## src/verilog/exc_map_pkg.sv

```systemverilog
/*
 * Constants for the exception and wake priority map: exception numbers,
 * slot masks, priority ranks and power modes.
 * Assumes a single system clock and a synchronous reset.
 */
package exc_map_pkg;

	// ------------------------------------------------------------
	// Widths and counts
	// ------------------------------------------------------------
	localparam int PRIO_W     = 3;
	localparam int RANK_W     = 4;
	localparam int EXC_W      = 6;
	localparam int NUM_IRQ    = 20;
	localparam int IRQ_BASE   = 16;
	localparam int NUM_SLOTS  = IRQ_BASE + NUM_IRQ;
	localparam int TICK_W     = 24;

	// ------------------------------------------------------------
	// Exception numbers
	// ------------------------------------------------------------
	localparam logic [5:0] EXC_RESET   = 6'h01;
	localparam logic [5:0] EXC_NMI     = 6'h02;
	localparam logic [5:0] EXC_HARD    = 6'h03;
	localparam logic [5:0] EXC_MEM     = 6'h04;
	localparam logic [5:0] EXC_BUS     = 6'h05;
	localparam logic [5:0] EXC_USAGE   = 6'h06;
	localparam logic [5:0] EXC_SVC     = 6'h0B;
	localparam logic [5:0] EXC_DEBUG   = 6'h0C;
	localparam logic [5:0] EXC_PENDSRV = 6'h0E;
	localparam logic [5:0] EXC_TICK    = 6'h0F;

	// ------------------------------------------------------------
	// Slot masks: implemented lines, deep-sleep wake lines
	// ------------------------------------------------------------
	localparam logic [19:0] IRQ_IMPL_MASK  = 20'hF_A7FF;
	localparam logic [19:0] DEEP_WAKE_MASK = 20'h0_07FF;
	localparam logic [15:0] SYS_IMPL_MASK  = 16'hD87A;
	localparam logic [35:0] PEND_RESET     = 36'h0_0000_0002;

	// ------------------------------------------------------------
	// Ranks: lower value is the more urgent
	// ------------------------------------------------------------
	localparam logic [3:0] RANK_RESET = 4'h0;
	localparam logic [3:0] RANK_NMI   = 4'h1;
	localparam logic [3:0] RANK_HARD  = 4'h2;
	localparam logic [3:0] RANK_PROG  = 4'h3;
	localparam logic [3:0] RANK_NONE  = 4'hF;

	localparam logic [23:0] TICK_RESET = 24'h00_0000;

	typedef enum logic [1:0] {
		MODE_ACTIVE = 2'b00,
		MODE_LIGHT  = 2'b01,
		MODE_DEEP2  = 2'b10,
		MODE_DEEP3  = 2'b11
	} power_mode_e;

endpackage

```

## src/verilog/exception_wake_priority_map.sv

```systemverilog
/*
 * Exception and peripheral interrupt arbiter with low-power wake gating.
 * Holds pending state for system exceptions and the seventeen implemented of twenty peripheral lines,
 * picks the most urgent one for the core, and wakes from sleep modes.
 * Assumes the core acknowledges the offered number with exc_ack_in and
 * reports the rank of the running handler on active_rank_in.
 */
`timescale 1ns/1ps
module exception_wake_priority_map (
	input  wire logic        mclk_in,
	input  wire logic        rst_in,
	input  wire logic [19:0] irq_in,
	input  wire logic [19:0] irq_enable_in,
	input  wire logic [59:0] irq_prio_in,
	input  wire logic [47:0] exc_prio_in,
	input  wire logic        mem_fault_in,
	input  wire logic        bus_fault_in,
	input  wire logic        usage_fault_in,
	input  wire logic        mem_fault_en_in,
	input  wire logic        bus_fault_en_in,
	input  wire logic        usage_fault_en_in,
	input  wire logic        svc_in,
	input  wire logic        debug_event_in,
	input  wire logic        pendsrv_set_in,
	input  wire logic        tick_enable_in,
	input  wire logic [23:0] tick_reload_in,
	input  wire logic        exc_ack_in,
	input  wire logic        handler_active_in,
	input  wire logic [3:0]  active_rank_in,
	input  wire logic        sleep_req_in,
	input  wire logic [1:0]  sleep_mode_in,
	output logic             exc_req_out,
	output logic [5:0]       exc_num_out,
	output logic [3:0]       exc_rank_out,
	output logic             nmi_out,
	output logic             escalated_out,
	output logic [35:0]      pending_out,
	output logic [1:0]       power_mode_out,
	output logic             wake_out
);

	localparam int NS = exc_map_pkg::NUM_SLOTS;
	localparam int NI = exc_map_pkg::NUM_IRQ;
	localparam int IB = exc_map_pkg::IRQ_BASE;
	localparam int PW = exc_map_pkg::PRIO_W;

	// ------------------------------------------------------------
	// Rank helper
	// ------------------------------------------------------------
	function automatic logic [3:0] prog_rank(input logic [2:0] p);
		return exc_map_pkg::RANK_PROG + {1'b0, p};
	endfunction

	// Shared by the offer and the wake: a running handler yields only
	// to a strictly more urgent rank
	function automatic logic may_preempt(input logic [3:0] rank,
		input logic busy, input logic [3:0] cur);
		return !busy || rank < cur;
	endfunction

	// ------------------------------------------------------------
	// Tick source
	// ------------------------------------------------------------
	// Expiry pends the tick slot one cycle later, like any other source
	logic tick_expire;

	system_tick_timer #(
		.TICK_W (exc_map_pkg::TICK_W)
	) u_tick (
		.mclk_in    (mclk_in),
		.rst_in     (rst_in),
		.enable_in  (tick_enable_in),
		.reload_in  (tick_reload_in),
		.expire_out (tick_expire)
	);

	// ------------------------------------------------------------
	// Pending state
	// ------------------------------------------------------------
	logic [NS-1:0] pend_q;
	logic [NS-1:0] pend_d;
	logic [NS-1:0] set_v;
	logic [NS-1:0] clr_v;
	logic [NS-1:0] cand;
	logic [NS-1:0] impl_mask;
	logic          escal;
	logic          escal_q;
	logic          escal_d;
	logic          exc_req_q;
	logic [5:0]    exc_num_q;

	assign impl_mask = {exc_map_pkg::IRQ_IMPL_MASK,
		exc_map_pkg::SYS_IMPL_MASK};

	always_comb begin
		set_v = '0;
		clr_v = '0;
		// Fault with its own handler off goes to the hard fault
		escal = (mem_fault_in & ~mem_fault_en_in)
			| (bus_fault_in & ~bus_fault_en_in)
			| (usage_fault_in & ~usage_fault_en_in);
		set_v[exc_map_pkg::EXC_HARD] = escal;
		set_v[exc_map_pkg::EXC_NMI] = 1'b0;
		set_v[exc_map_pkg::EXC_MEM] = mem_fault_in
			& mem_fault_en_in;
		set_v[exc_map_pkg::EXC_BUS] = bus_fault_in
			& bus_fault_en_in;
		set_v[exc_map_pkg::EXC_USAGE] = usage_fault_in
			& usage_fault_en_in;
		set_v[exc_map_pkg::EXC_SVC] = svc_in;
		set_v[exc_map_pkg::EXC_DEBUG] = debug_event_in;
		set_v[exc_map_pkg::EXC_PENDSRV] = pendsrv_set_in;
		set_v[exc_map_pkg::EXC_TICK] = tick_expire;
		// Line p lands at slot 16+p only when accepted by the enable
		set_v[IB +: NI] = irq_in & irq_enable_in;
		if (exc_req_q && exc_ack_in) begin
			clr_v[exc_num_q] = 1'b1;
		end
		// Set wins over the acknowledge clear in the same cycle
		pend_d = ((pend_q & ~clr_v) | set_v) & impl_mask;
		cand = pend_q & ~clr_v & impl_mask;
		escal_d = escal;
	end

	always_ff @(posedge mclk_in) begin
		if (rst_in) begin
			// Reset is offered first, before any other slot
			pend_q  <= exc_map_pkg::PEND_RESET;
			escal_q <= 1'b0;
		end else begin
			pend_q  <= pend_d;
			escal_q <= escal_d;
		end
	end

	// ------------------------------------------------------------
	// Arbitration
	// ------------------------------------------------------------
	logic [3:0] slot_rank [NS];
	logic [5:0] best_num;
	logic [3:0] best_rank;
	logic [3:0] light_rank;
	logic [3:0] deep_rank;

	always_comb begin
		for (int k = 0; k < NS; k++) begin
			if (k == 1) begin
				slot_rank[k] = exc_map_pkg::RANK_RESET;
			end else if (k == 2) begin
				slot_rank[k] = exc_map_pkg::RANK_NMI;
			end else if (k == 3) begin
				slot_rank[k] = exc_map_pkg::RANK_HARD;
			end else if (k < IB) begin
				slot_rank[k] = prog_rank(exc_prio_in[k*PW +: PW]);
			end else begin
				slot_rank[k] = prog_rank(
					irq_prio_in[(k-IB)*PW +: PW]);
			end
		end
	end

	always_comb begin
		best_num   = '0;
		best_rank  = exc_map_pkg::RANK_NONE;
		light_rank = exc_map_pkg::RANK_NONE;
		deep_rank  = exc_map_pkg::RANK_NONE;
		// Ascending scan with strict compare keeps the lower number
		for (int k = 1; k < NS; k++) begin
			if (cand[k] && slot_rank[k] < best_rank) begin
				best_num  = 6'(k);
				best_rank = slot_rank[k];
			end
		end
		for (int p = 0; p < NI; p++) begin
			if (cand[IB+p] && slot_rank[IB+p] < light_rank) begin
				light_rank = slot_rank[IB+p];
			end
			if (cand[IB+p] && exc_map_pkg::DEEP_WAKE_MASK[p]
				&& slot_rank[IB+p] < deep_rank) begin
				deep_rank = slot_rank[IB+p];
			end
		end
	end

	// ------------------------------------------------------------
	// Offer to the core
	// ------------------------------------------------------------
	// Registered offer: a take at one edge shows the next pick from that
	// same edge, so the core may take back to back
	logic       exc_req_d;
	logic [5:0] exc_num_d;
	logic [3:0] exc_rank_q;
	logic [3:0] exc_rank_d;

	exc_map_pkg::power_mode_e mode_q;
	exc_map_pkg::power_mode_e mode_d;

	always_comb begin
		// A running handler is only preempted by a more urgent slot,
		// and nothing is offered to a sleeping core
		exc_req_d = (best_rank != exc_map_pkg::RANK_NONE)
			&& may_preempt(best_rank, handler_active_in,
			active_rank_in)
			&& (mode_q == exc_map_pkg::MODE_ACTIVE);
		exc_num_d  = best_num;
		exc_rank_d = best_rank;
	end

	always_ff @(posedge mclk_in) begin
		if (rst_in) begin
			exc_req_q  <= 1'b0;
			exc_num_q  <= 6'h00;
			exc_rank_q <= exc_map_pkg::RANK_NONE;
		end else begin
			exc_req_q  <= exc_req_d;
			exc_num_q  <= exc_num_d;
			exc_rank_q <= exc_rank_d;
		end
	end

	// ------------------------------------------------------------
	// Power mode and wake
	// ------------------------------------------------------------
	logic wake_light;
	logic wake_deep;
	logic wake_q;
	logic wake_d;

	always_comb begin
		// Only peripheral lines wake the core; system exceptions wait
		wake_light = (light_rank != exc_map_pkg::RANK_NONE)
			&& may_preempt(light_rank, handler_active_in,
			active_rank_in);
		wake_deep = (deep_rank != exc_map_pkg::RANK_NONE)
			&& may_preempt(deep_rank, handler_active_in,
			active_rank_in);
		mode_d = mode_q;
		wake_d = 1'b0;
		unique case (mode_q)
			exc_map_pkg::MODE_ACTIVE: begin
				// A request for mode zero leaves the mode as it is
				if (sleep_req_in) begin
					mode_d = exc_map_pkg::power_mode_e'(sleep_mode_in);
				end
			end
			exc_map_pkg::MODE_LIGHT: begin
				if (wake_light) begin
					mode_d = exc_map_pkg::MODE_ACTIVE;
					wake_d = 1'b1;
				end
			end
			exc_map_pkg::MODE_DEEP2,
			exc_map_pkg::MODE_DEEP3: begin
				if (wake_deep) begin
					mode_d = exc_map_pkg::MODE_ACTIVE;
					wake_d = 1'b1;
				end
			end
		endcase
	end

	always_ff @(posedge mclk_in) begin
		if (rst_in) begin
			mode_q <= exc_map_pkg::MODE_ACTIVE;
			wake_q <= 1'b0;
		end else begin
			mode_q <= mode_d;
			wake_q <= wake_d;
		end
	end

	// ------------------------------------------------------------
	// Outputs
	// ------------------------------------------------------------
	assign exc_req_out    = exc_req_q;
	assign exc_num_out    = exc_num_q;
	assign exc_rank_out   = exc_rank_q;
	// No source is wired to the nonmaskable slot
	assign nmi_out        = 1'b0;
	assign escalated_out  = escal_q;
	assign pending_out    = pend_q;
	assign power_mode_out = mode_q;
	assign wake_out       = wake_q;

endmodule

```

## src/verilog/system_tick_timer.sv

```systemverilog
/*
 * System tick countdown: reloads and pulses once per expiry.
 * Assumes reload and enable are held steady by the surrounding logic.
 */
`timescale 1ns/1ps
module system_tick_timer #(
	parameter int TICK_W = exc_map_pkg::TICK_W
) (
	input  wire logic              mclk_in,
	input  wire logic              rst_in,
	input  wire logic              enable_in,
	input  wire logic [TICK_W-1:0] reload_in,
	output logic                   expire_out
);

	logic [TICK_W-1:0] count_q;
	logic [TICK_W-1:0] count_d;
	logic              expire_q;
	logic              expire_d;

	// ------------------------------------------------------------
	// Countdown
	// ------------------------------------------------------------
	always_comb begin
		count_d  = count_q;
		expire_d = 1'b0;
		if (!enable_in) begin
			count_d = reload_in;
		end else if (count_q == '0) begin
			count_d = reload_in;
		end else begin
			count_d = count_q - 1'b1;
			// Period is reload plus one cycles
			expire_d = (count_q == TICK_W'(1));
		end
	end

	always_ff @(posedge mclk_in) begin
		if (rst_in) begin
			count_q  <= exc_map_pkg::TICK_RESET[TICK_W-1:0];
			expire_q <= 1'b0;
		end else begin
			count_q  <= count_d;
			expire_q <= expire_d;
		end
	end

	assign expire_out = expire_q;

endmodule

```

## config.mk

```make
export PLATFORM = sky130hd
export DESIGN_NAME = exception_wake_priority_map
export DESIGN_NICKNAME = d
export VERILOG_FILES = /design/src/verilog/exc_map_pkg.sv /design/src/verilog/exception_wake_priority_map.sv /design/src/verilog/system_tick_timer.sv
export SDC_FILE = /design/constraint.sdc
export NUM_CORES = 1
export LEC_CHECK = 0
export BUFFER_PORTS_ARGS = -buffer_cell sky130_fd_sc_hd__buf_2
export CAP_MARGIN = 10
export CORE_UTILIZATION = 50
export CTS_CLUSTER_SIZE = 30
export DETAILED_ROUTE_END_ITERATION = 16
export GPL_ROUTABILITY_DRIVEN = 0
export GPL_TIMING_DRIVEN = 0
export HOLD_SLACK_MARGIN = 0.05
export PLACE_DENSITY = 0.78
export SLEW_MARGIN = 30
export SYNTH_ARGS = -nofsm -noshare
export SYNTH_HDL_FRONTEND = slang
export SYNTH_SLANG_ARGS = --single-unit
```

## constraint.sdc

```tcl
create_clock -name mclk_in -period 41.3 [get_ports mclk_in]
set_input_delay 6.195 -clock mclk_in [delete_from_list [all_inputs] [get_ports mclk_in]]
set_output_delay 6.195 -clock mclk_in [all_outputs]
set_load 0.01 [all_outputs]
```

==> impl_summary.md, run 1 <==
Pwr
In this run the power density over the cells is 72.6 mW/mm^2. Of the total power, the share spent switching nets is 0.500. The static power due to leakage is 6.87 nW.

The analysis attributes to net switching a power of about 0.53 mW. The peak supply drop is 49.2 uV. Internal power comes to around 0.53 mW. Of the total power, combinational logic draws 0.846. The part of the total power dissipated in the clock network is 0.077.

The sequential group share of total power is 0.077.

Route
The detailed-router iteration count before antenna repair is 6. The residual antenna-violating net count after detailed routing is 0. The wire length per cell is 18.9 um. The initial DRC count is 1220.

The detailed-route DRC error count is 0. The sum of routed wire length over all layers is approximately 40000 um. In the routed layout, each cell is associated on average with a via count of ~6.4. The final route contains around 14000 vias.

Synth
The part of the Yosys area used for sequential elements is 0.122. The most used flip-flop cell after synthesis is sky130_fd_sc_hd__dfxtp_1. The simple-gate portion of the synthesized area is 0.218. The share of synthesized area spent on multiplexers is 0.0573. The fraction of post-synthesis cell area in the top cell type by area is 0.154. The most area-hungry cell type in the Yosys netlist is sky130_fd_sc_hd__ha_1. Of the total synthesized cell area, the portion taken by XOR and XNOR cells is 0.0379. Sorting the synthesized cells by how often they occur yields sky130_fd_sc_hd__inv_1, sky130_fd_sc_hd__nor2_1, sky130_fd_sc_hd__ha_1, sky130_fd_sc_hd__nand2_1, sky130_fd_sc_hd__o21ai_0.

The cell with the most instances after synthesis is sky130_fd_sc_hd__inv_1. The register bit total from synthesis is 66. The combinational family with the most area after synthesis is compound AO/OA/AOI/OAI gates.

Synthesis produced roughly 1500 cells. The number of enable flip-flop cells after synthesis is 0. The mapped netlist covers 0.0109 sq mm. Of all flip-flops after synthesis, the portion carrying an async set or reset was 0. The count of distinct cell types in the synthesized netlist is 105. A synthesized cell averages 7.23 sq um. The fraction of the mapped netlist area in compound gates is 0.339.

The share of synthesized cell area in full adder, half adder and majority cells is 0.158. In the post-synthesis netlist, the biggest area contributors are sky130_fd_sc_hd__ha_1, sky130_fd_sc_hd__dfxtp_1, sky130_fd_sc_hd__inv_1. During synthesis, Yosys emitted a total of 0 warnings.

STA
The minimum hold slack is ~0.5 ns. Dividing the final minimum period by the clock period gives 0.991. The fmax is 0.0244 GHz. The setup clock skew after layout is 0.0112 ns. The headroom to the max-slew limit is 0.320. The number of failing hold endpoints at the final stage is 0. The count of final setup violators is 0. For the pin with the worst max-slew slack, the measured transition is 1.01 ns. For the finished layout, the period the worst path requires is 40.94 ns. The final-report max-slew violation count is 0.

GRT
The first-pass GRT wire length is 57000 um. The number of antenna violations at the first check in global routing is 0. Global routing finished with a remaining overflow of 0. The via count of the first global-routing pass is 12000. Entering global routing, the biggest net connects 14 pins. The overall global routing resource usage is 0.313.

Setup path
The worst setup path is captured at a register. Of all nets on the critical path, the largest fanout is 8. Among all stages on the critical path, the largest delay is contributed by sky130_fd_sc_hd__a211oi_2.

For the worst setup path, the data arrival time is 41.22 ns. The class of the most critical setup path is input port to register. The kind of cell adding the most delay to the critical path is compound AO/OA/AOI/OAI gates.

The critical path's largest stage delay is 0.40 ns. The type of element launching the critical path is an input port. The critical path contains buffers and inverters numbering 13 combined. By instance count, the cell type seen most on the critical path is sky130_fd_sc_hd__ha_1.

The endpoint required time on the critical path is between 40 and 50 ns.

Final layout
The area growth from synthesis to layout is 34.6%. 0 antenna diodes ended up in the layout. Counting the fill cells in the layout gives 1653. For this run, the share of the core covered by cells in the final layout is 0.691. The layout cell share with drive strength beyond 1 is 0.328. The final net count is approximately 2200.

CTS
In this run the number of H-tree levels came out at 3. The number of sinks handled by clock tree synthesis is between 60 and 70. The clock network latency to the later pin of the worst-skew pair is between 0.3 and 0.4 ns. The cell sitting at the root of the clock tree is a sky130_fd_sc_hd__clkbuf_16. The clock tree from TritonCTS is yes. Counting the buffers created by CTS gives 9.

The clock passes through at most 2 buffers. The clock transition at the registers of the reported paths is about 0.070 ns.

Floorplanning
For this configuration, the core starts out at a cell density of 0.513. The count of pins on the block boundary is between 200 and 250. The number of core rows is 53. The die area is 0.0223 sq mm.

The die is 149 um wide. The core box area is 0.0212 sq mm. The die span in y is 149 um.

Place
The placed wire-length estimate is roughly 27000 um. The count of buffers from port buffering is 191.

Job
Across the run, the number of max-cap violations was 0.

Outcome
The run finished with clean final reports.

Worst hold path
The path class of the tightest hold or removal check is register to register.
-- area by class of cell --
cell class / count / area [sq um] / share of cell area
multi-input combinational: 1265 / 9930 / 0.680
timing repair buffer: 327 / 1990 / 0.136
sequential: 66 / 1320 / 0.0904
inverter: 152 / 573 / 0.0392
tap: 275 / 344 / 0.0235
clock buffer: 9 / 225 / 0.0154
buffer: 26 / 148 / 0.0101
clock inverter: 7 / 77.6 / 0.00531
-- path summary, 6_finish.rpt --
path,start,cells after the start,slack [ns],end
setup / recovery,exc_ack_in,176,0.36,exc_req_out
hold / removal,u_tick.expire_out,2,0.50,pending_out[15]
setup reg to reg,exc_num_out[5],175,5.60,exc_req_out
hold reg to reg,u_tick.expire_out,2,0.50,pending_out[15]
-- sequential cells by signal, summed over array words and instances (netlist names) --
name	count
u_tick.expire_out	1
escalated_out	1
pending_out	26
exc_req_out	1
exc_rank_out	4
u_tick.count_q	24
power_mode_out	2
wake_out	1
exc_num_out	6
-- per-layer routing --
metal,global-route usage,routed length [um],up-vias
met3,0.0281,3330,230
met5,0,0,-
met4,0.155,2580,0
li1,-,-,6246
met2,0.538,19000,821
met1,0.388,15400,6314
-- power by group through the flow --
| stage | registers (mW) | logic, mW | clock network, mW |
|---|---|---|---|
| after floorplan | 0.0833 | 0.482 | 0 |
| after global placement | 0.0821 | 0.600 | 0 |
| after detailed placement | 0.0822 | 0.620 | 0 |
| after CTS | 0.0810 | 0.720 | 0.0819 |
| after global routing | 0.0824 | 0.958 | 0.0841 |
| final | 0.0815 | 0.897 | 0.0822 |
-- what timing repair did --
action	CTS	global route
pin swaps	41	100
gates resized for setup	83	146
setup endpoints to repair	11	11
setup buffers	75	61
endpoints found under the hold margin	0	0
hold buffers	0	0
-- metrics by stage --
step / power, mW / TNS (ns) / cells / instance area [sq um] / setup slack [ns]
floorplan: 0.565 / 0 / 1511 / 11000 / 0.0121
global placement: 0.682 / -40.01 / 1977 / 12300 / -4.69
detailed placement: 0.703 / -45.66 / 1977 / 12300 / -5.21
CTS: 0.883 / 0 / 2067 / 13500 / 0.0113
global route: 1.12 / -0.690 / 2127 / 14600 / -0.690
finish: 1.06 / 0 / 2127 / 14600 / 0.362
-- worst reg2reg max path, delay by kind of cell, from the launching register on --
kind	cells	cell delay, ns
muxes	13	3.92
buffers and inverters	12	1.22
adders and majority gates	25	6.35
AOI/OAI and AO/OA	76	14.86
DFF	1	0.40
and+or+nand+nor	49	8.93
-- placed cells by master (no fill, tap or decap), types with 19 or more instances in the layout --
| cell | netlist | routed |
|---|---|---|
| sky130_fd_sc_hd__buf_2 | 1 | 191 |
| sky130_fd_sc_hd__inv_1 | 152 | 144 |
| sky130_fd_sc_hd__a21o_1 | 32 | 32 |
| sky130_fd_sc_hd__dfxtp_1 | 66 | 66 |
| sky130_fd_sc_hd__or3_1 | 23 | 20 |
| sky130_fd_sc_hd__a211oi_1 | 36 | 33 |
| sky130_fd_sc_hd__mux2_2 | 37 | 24 |
| sky130_fd_sc_hd__o21a_1 | 34 | 34 |
| sky130_fd_sc_hd__nor2_1 | 149 | 139 |
| sky130_fd_sc_hd__nor3_1 | 27 | 22 |
| sky130_fd_sc_hd__or2_2 | 31 | 22 |
| sky130_fd_sc_hd__o21ai_1 | 12 | 19 |
| sky130_fd_sc_hd__xnor2_1 | 32 | 32 |
| sky130_fd_sc_hd__nand2_1 | 122 | 115 |
| sky130_fd_sc_hd__buf_4 | 11 | 145 |
| sky130_fd_sc_hd__ha_1 | 134 | 107 |
| sky130_fd_sc_hd__o21ai_0 | 112 | 88 |
| sky130_fd_sc_hd__nand3_1 | 37 | 34 |
| sky130_fd_sc_hd__a21oi_1 | 96 | 88 |
-- logic make-up after synthesis --
family	Yosys count
AND/OR/NAND/NOR	489
flip-flops	66
AO/OA/AOI/OAI	523
multiplexers	57
buffers and inverters	180
XOR/XNOR	47
adder cells (fa/ha/maj)	138
other	1
Power figures use the tool's default switching activity.
==> inputs of run 2 (changes only) <==
--- a/config.mk
+++ b/config.mk
@@ -6,7 +6,8 @@
 export NUM_CORES = 1
 export LEC_CHECK = 0
 export BUFFER_PORTS_ARGS = -buffer_cell sky130_fd_sc_hd__buf_2
-export CAP_MARGIN = 10
+export CAP_MARGIN = 25
+export CORE_MARGIN = 8
 export CORE_UTILIZATION = 50
 export CTS_CLUSTER_SIZE = 30
 export DETAILED_ROUTE_END_ITERATION = 16
==> constraint.sdc (replaced) <==
create_clock -name mclk_in -period 41.3 [get_ports mclk_in]
set_input_delay 6.195 -clock mclk_in [delete_from_list [all_inputs] [get_ports mclk_in]]
set_output_delay 6.195 -clock mclk_in [all_outputs]
set_load 0.1 [all_outputs]
==> run 2 against run 1 <==
Effect of this change: non-clock buffer count rose by 6; via count rose by 0.76%; flip-flop and latch count did not move; highest routed layer is now met5.
==> impl_summary.md, run 2 (synthesis gave the netlist of run 1 again) <==
STA
For the pin with the worst max-slew slack, the measured transition is between 1 and 1.5 ns. The share of the clock period used by the worst path is 0.997. Timing would allow up to 0.0243 GHz.

The post-layout worst setup margin is ~0.11 ns. Clock skew on the completed layout was measured at a little over 0.007 ns. The final-report max-slew violation count is 0. Final hold analysis gives a worst-case slack of 0.459 ns. The number of failing hold endpoints at the final stage is 0. The worst path needs 41.19 ns of the cycle, external delays included. The headroom to the max-slew limit is 0.167. Setup violations remaining at the end of the flow were counted as 0.

Setup path
In this run the critical register-to-register path is captured at exc_req_out. STA classifies the critical path endpoint as a register. The endpoint of the most critical setup path is exc_req_out.

The slowest stage cell on the critical path is sky130_fd_sc_hd__or4b_2. The most prevalent standard cell on the critical path is sky130_fd_sc_hd__nor2_1. The startpoint of the most critical register-to-register path is exc_num_out[5].

STA puts the critical path data required time at 41.58 ns. The minimum setup slack among reg-to-reg paths is approximately 5.3 ns. The endpoint arrival time on the critical path is roughly 41 ns.

The worst register-to-register path has a depth of 182. For this run, the slowest stage of the critical path takes 0.62 ns. The class of the most critical setup path is input port to register. Tracing the worst setup path back leads to its startpoint at exc_ack_in.

The type of element launching the critical path is an input port. The highest net fanout along the worst path is 6.

Route
For this run, design rule violations remaining after detail routing come to 0. Wires add up to 41800 um. The detailed-router iteration count before antenna repair is 7. The detail route stage leaves a number of antenna-violating nets equal to 0.

In the final routed layout, each cell accounts on average for between 15 and 20 um. The number of vias per cell is around 6.4. The initial DRC count is 1248.

The final route contains 13700 vias.

Pwr
Power spread over the standard cell area amounts to just under 80 mW/mm^2. The static power due to leakage is between 6 and 7 nW. The internal power of the cells totals 0.556 mW. The peak supply drop is between 70 and 80 uV. The analysis attributes to net switching a power of 0.597 mW.

Of the total power, the share spent switching nets is 0.518. The share of total power dissipated in the clock network is 0.076. The power share of the combinational group is 0.853. The share of total power dissipated in sequential elements is 0.071.

Floorplanning
The core box area is 0.0216 sq mm. The die covers 0.0267 sq mm. From bottom edge to top edge, the die measures 163 um. The count of pins on the block boundary is 245. The number of core rows is 54. The die span in x is approximately 160 um.

The initial utilization of the core area, before any placement, comes to 0.504.

Final layout
The area of the multi-input gates is 0.0100 sq mm. Of the cells placed in the final design, the portion with a size suffix greater than 1 is 0.333. The area added between synthesis and finish is 35.8%. The flip-flop count of the largest register after layout is 26.

The number of fill cells is 1691. The area of all sequential standard cells is 0.00132 sq mm. For this run, the post-layout net count is 2180. In the layout the commonest cells are sky130_fd_sc_hd__buf_2, sky130_fd_sc_hd__buf_4, sky130_fd_sc_hd__inv_1, sky130_fd_sc_hd__nor2_1, sky130_fd_sc_hd__nand2_1. The library cell used most frequently in the layout, excluding fill and tap cells, is sky130_fd_sc_hd__buf_2.

CTS
The root buffer cell chosen for the clock tree is sky130_fd_sc_hd__clkbuf_16. After clock tree synthesis, the clock-pin slew on the worst setup and hold paths is around 0.070 ns. For this design, the sink count on the clock tree is 66. The H-tree was split into 3 levels. Clock latency on the worst-skew pair, taken at its later pin, is 0.34 ns. The deepest clock path buffer count is 2.

The number of clock buffers inserted by TritonCTS is 9. The count of hold-fix buffers inserted at cts is 0. TritonCTS built the clock tree.

GRT
The via count of the first global-routing pass is 12700. Across every metal layer, demand over resource in global routing totals 0.270. Entering global routing, the biggest net connects 14 pins.

Summed over all layers, the global routing overflow is 0. The first global-routing pass estimated 60100 um of wire. The number of antenna violations at the first check in global routing was 2.

Outcome
The flow ran to the end, and the final reports show no timing, DRC or antenna violations.

Place
Prior to clock tree synthesis, the placed netlist has a worst setup slack of -4.94 ns. The count of buffers from port buffering is 191. The placed wire-length estimate is 29200 um.

Worst hold path
The path category of the worst min-delay check is register to register.

Job
The tool flagged a number of max-cap violations equal to 0.
==> run 2: repair_timing <==
item | CTS | global route
endpoints found under the setup margin | 11 | 11
pin swaps | 43 | 99
gates resized for setup | 89 | 138
setup buffers | 78 | 65
==> run 2: area by class of cell <==
type / count / area share
multi-input combinational: 1265 / 0.678
timing repair buffer: 334 / 0.138
sequential: 66 / 0.0896
inverter: 152 / 0.0387
tap: 280 / 0.0238
clock buffer: 9 / 0.0153
buffer: 25 / 0.00925
clock inverter: 7 / 0.00679
antenna: 1 / 0.000170
==> run 2: power groups by stage <==
stage                     registers, mW  clock network [mW]  logic (mW)
after floorplan                   0.127                   0       0.486
after global placement           0.0824                   0       0.650
after detailed placement         0.0826                   0       0.669
after CTS                        0.0814              0.0878       0.774
after global routing             0.0827              0.0906        1.05
final                            0.0819              0.0872       0.984
==> run 2: per-layer routing <==
metal / GRT usage / vias to the layer above / share of wire
li1: - / 6265 / -
met2: 0.476 / 852 / 0.48
met3: 0.0431 / 237 / 0.086
met5: 0 / - / 0.00029
met4: 0.134 / 2 / 0.056
met1: 0.311 / 6359 / 0.37
==> run 2: worst min-delay path by stage <==
stage	cells past startpoint	slack (ns)	startpoint	to
after global routing	2	0.48	u_tick.expire_out	pending_out[15]
after detailed placement	2	0.45	u_tick.expire_out	pending_out[15]
after global placement	2	0.45	u_tick.expire_out	pending_out[15]
after CTS	2	0.46	u_tick.expire_out	pending_out[15]
after floorplan	2	0.41	u_tick.expire_out	pending_out[15]
final	2	0.46	u_tick.expire_out	pending_out[15]
==> run 2: worst max-delay path, delay by kind of cell <==
family	cells	cell delay, ns
AOI/OAI and AO/OA	76	15.06
and+or+nand+nor	53	8.62
adders and majority gates	26	6.29
buffers and inverters	16	1.67
muxes	12	3.62
==> run 2: stage by stage <==
| step | area [sq um] | power, mW | TNS [ns] | std cells | utilization |
|---|---|---|---|---|---|
| after floorplan | 11000 | 0.613 | 0 | 1511 | - |
| after global placement | 12300 | 0.733 | -38.24 | 1982 | 0.570 |
| after detailed placement | 12300 | 0.752 | -43.24 | 1982 | 0.570 |
| after CTS | 13600 | 0.943 | 0 | 2074 | 0.630 |
| after global routing | 14700 | 1.22 | -1.06 | 2138 | 0.684 |
| final | 14700 | 1.15 | 0 | 2139 | 0.684 |
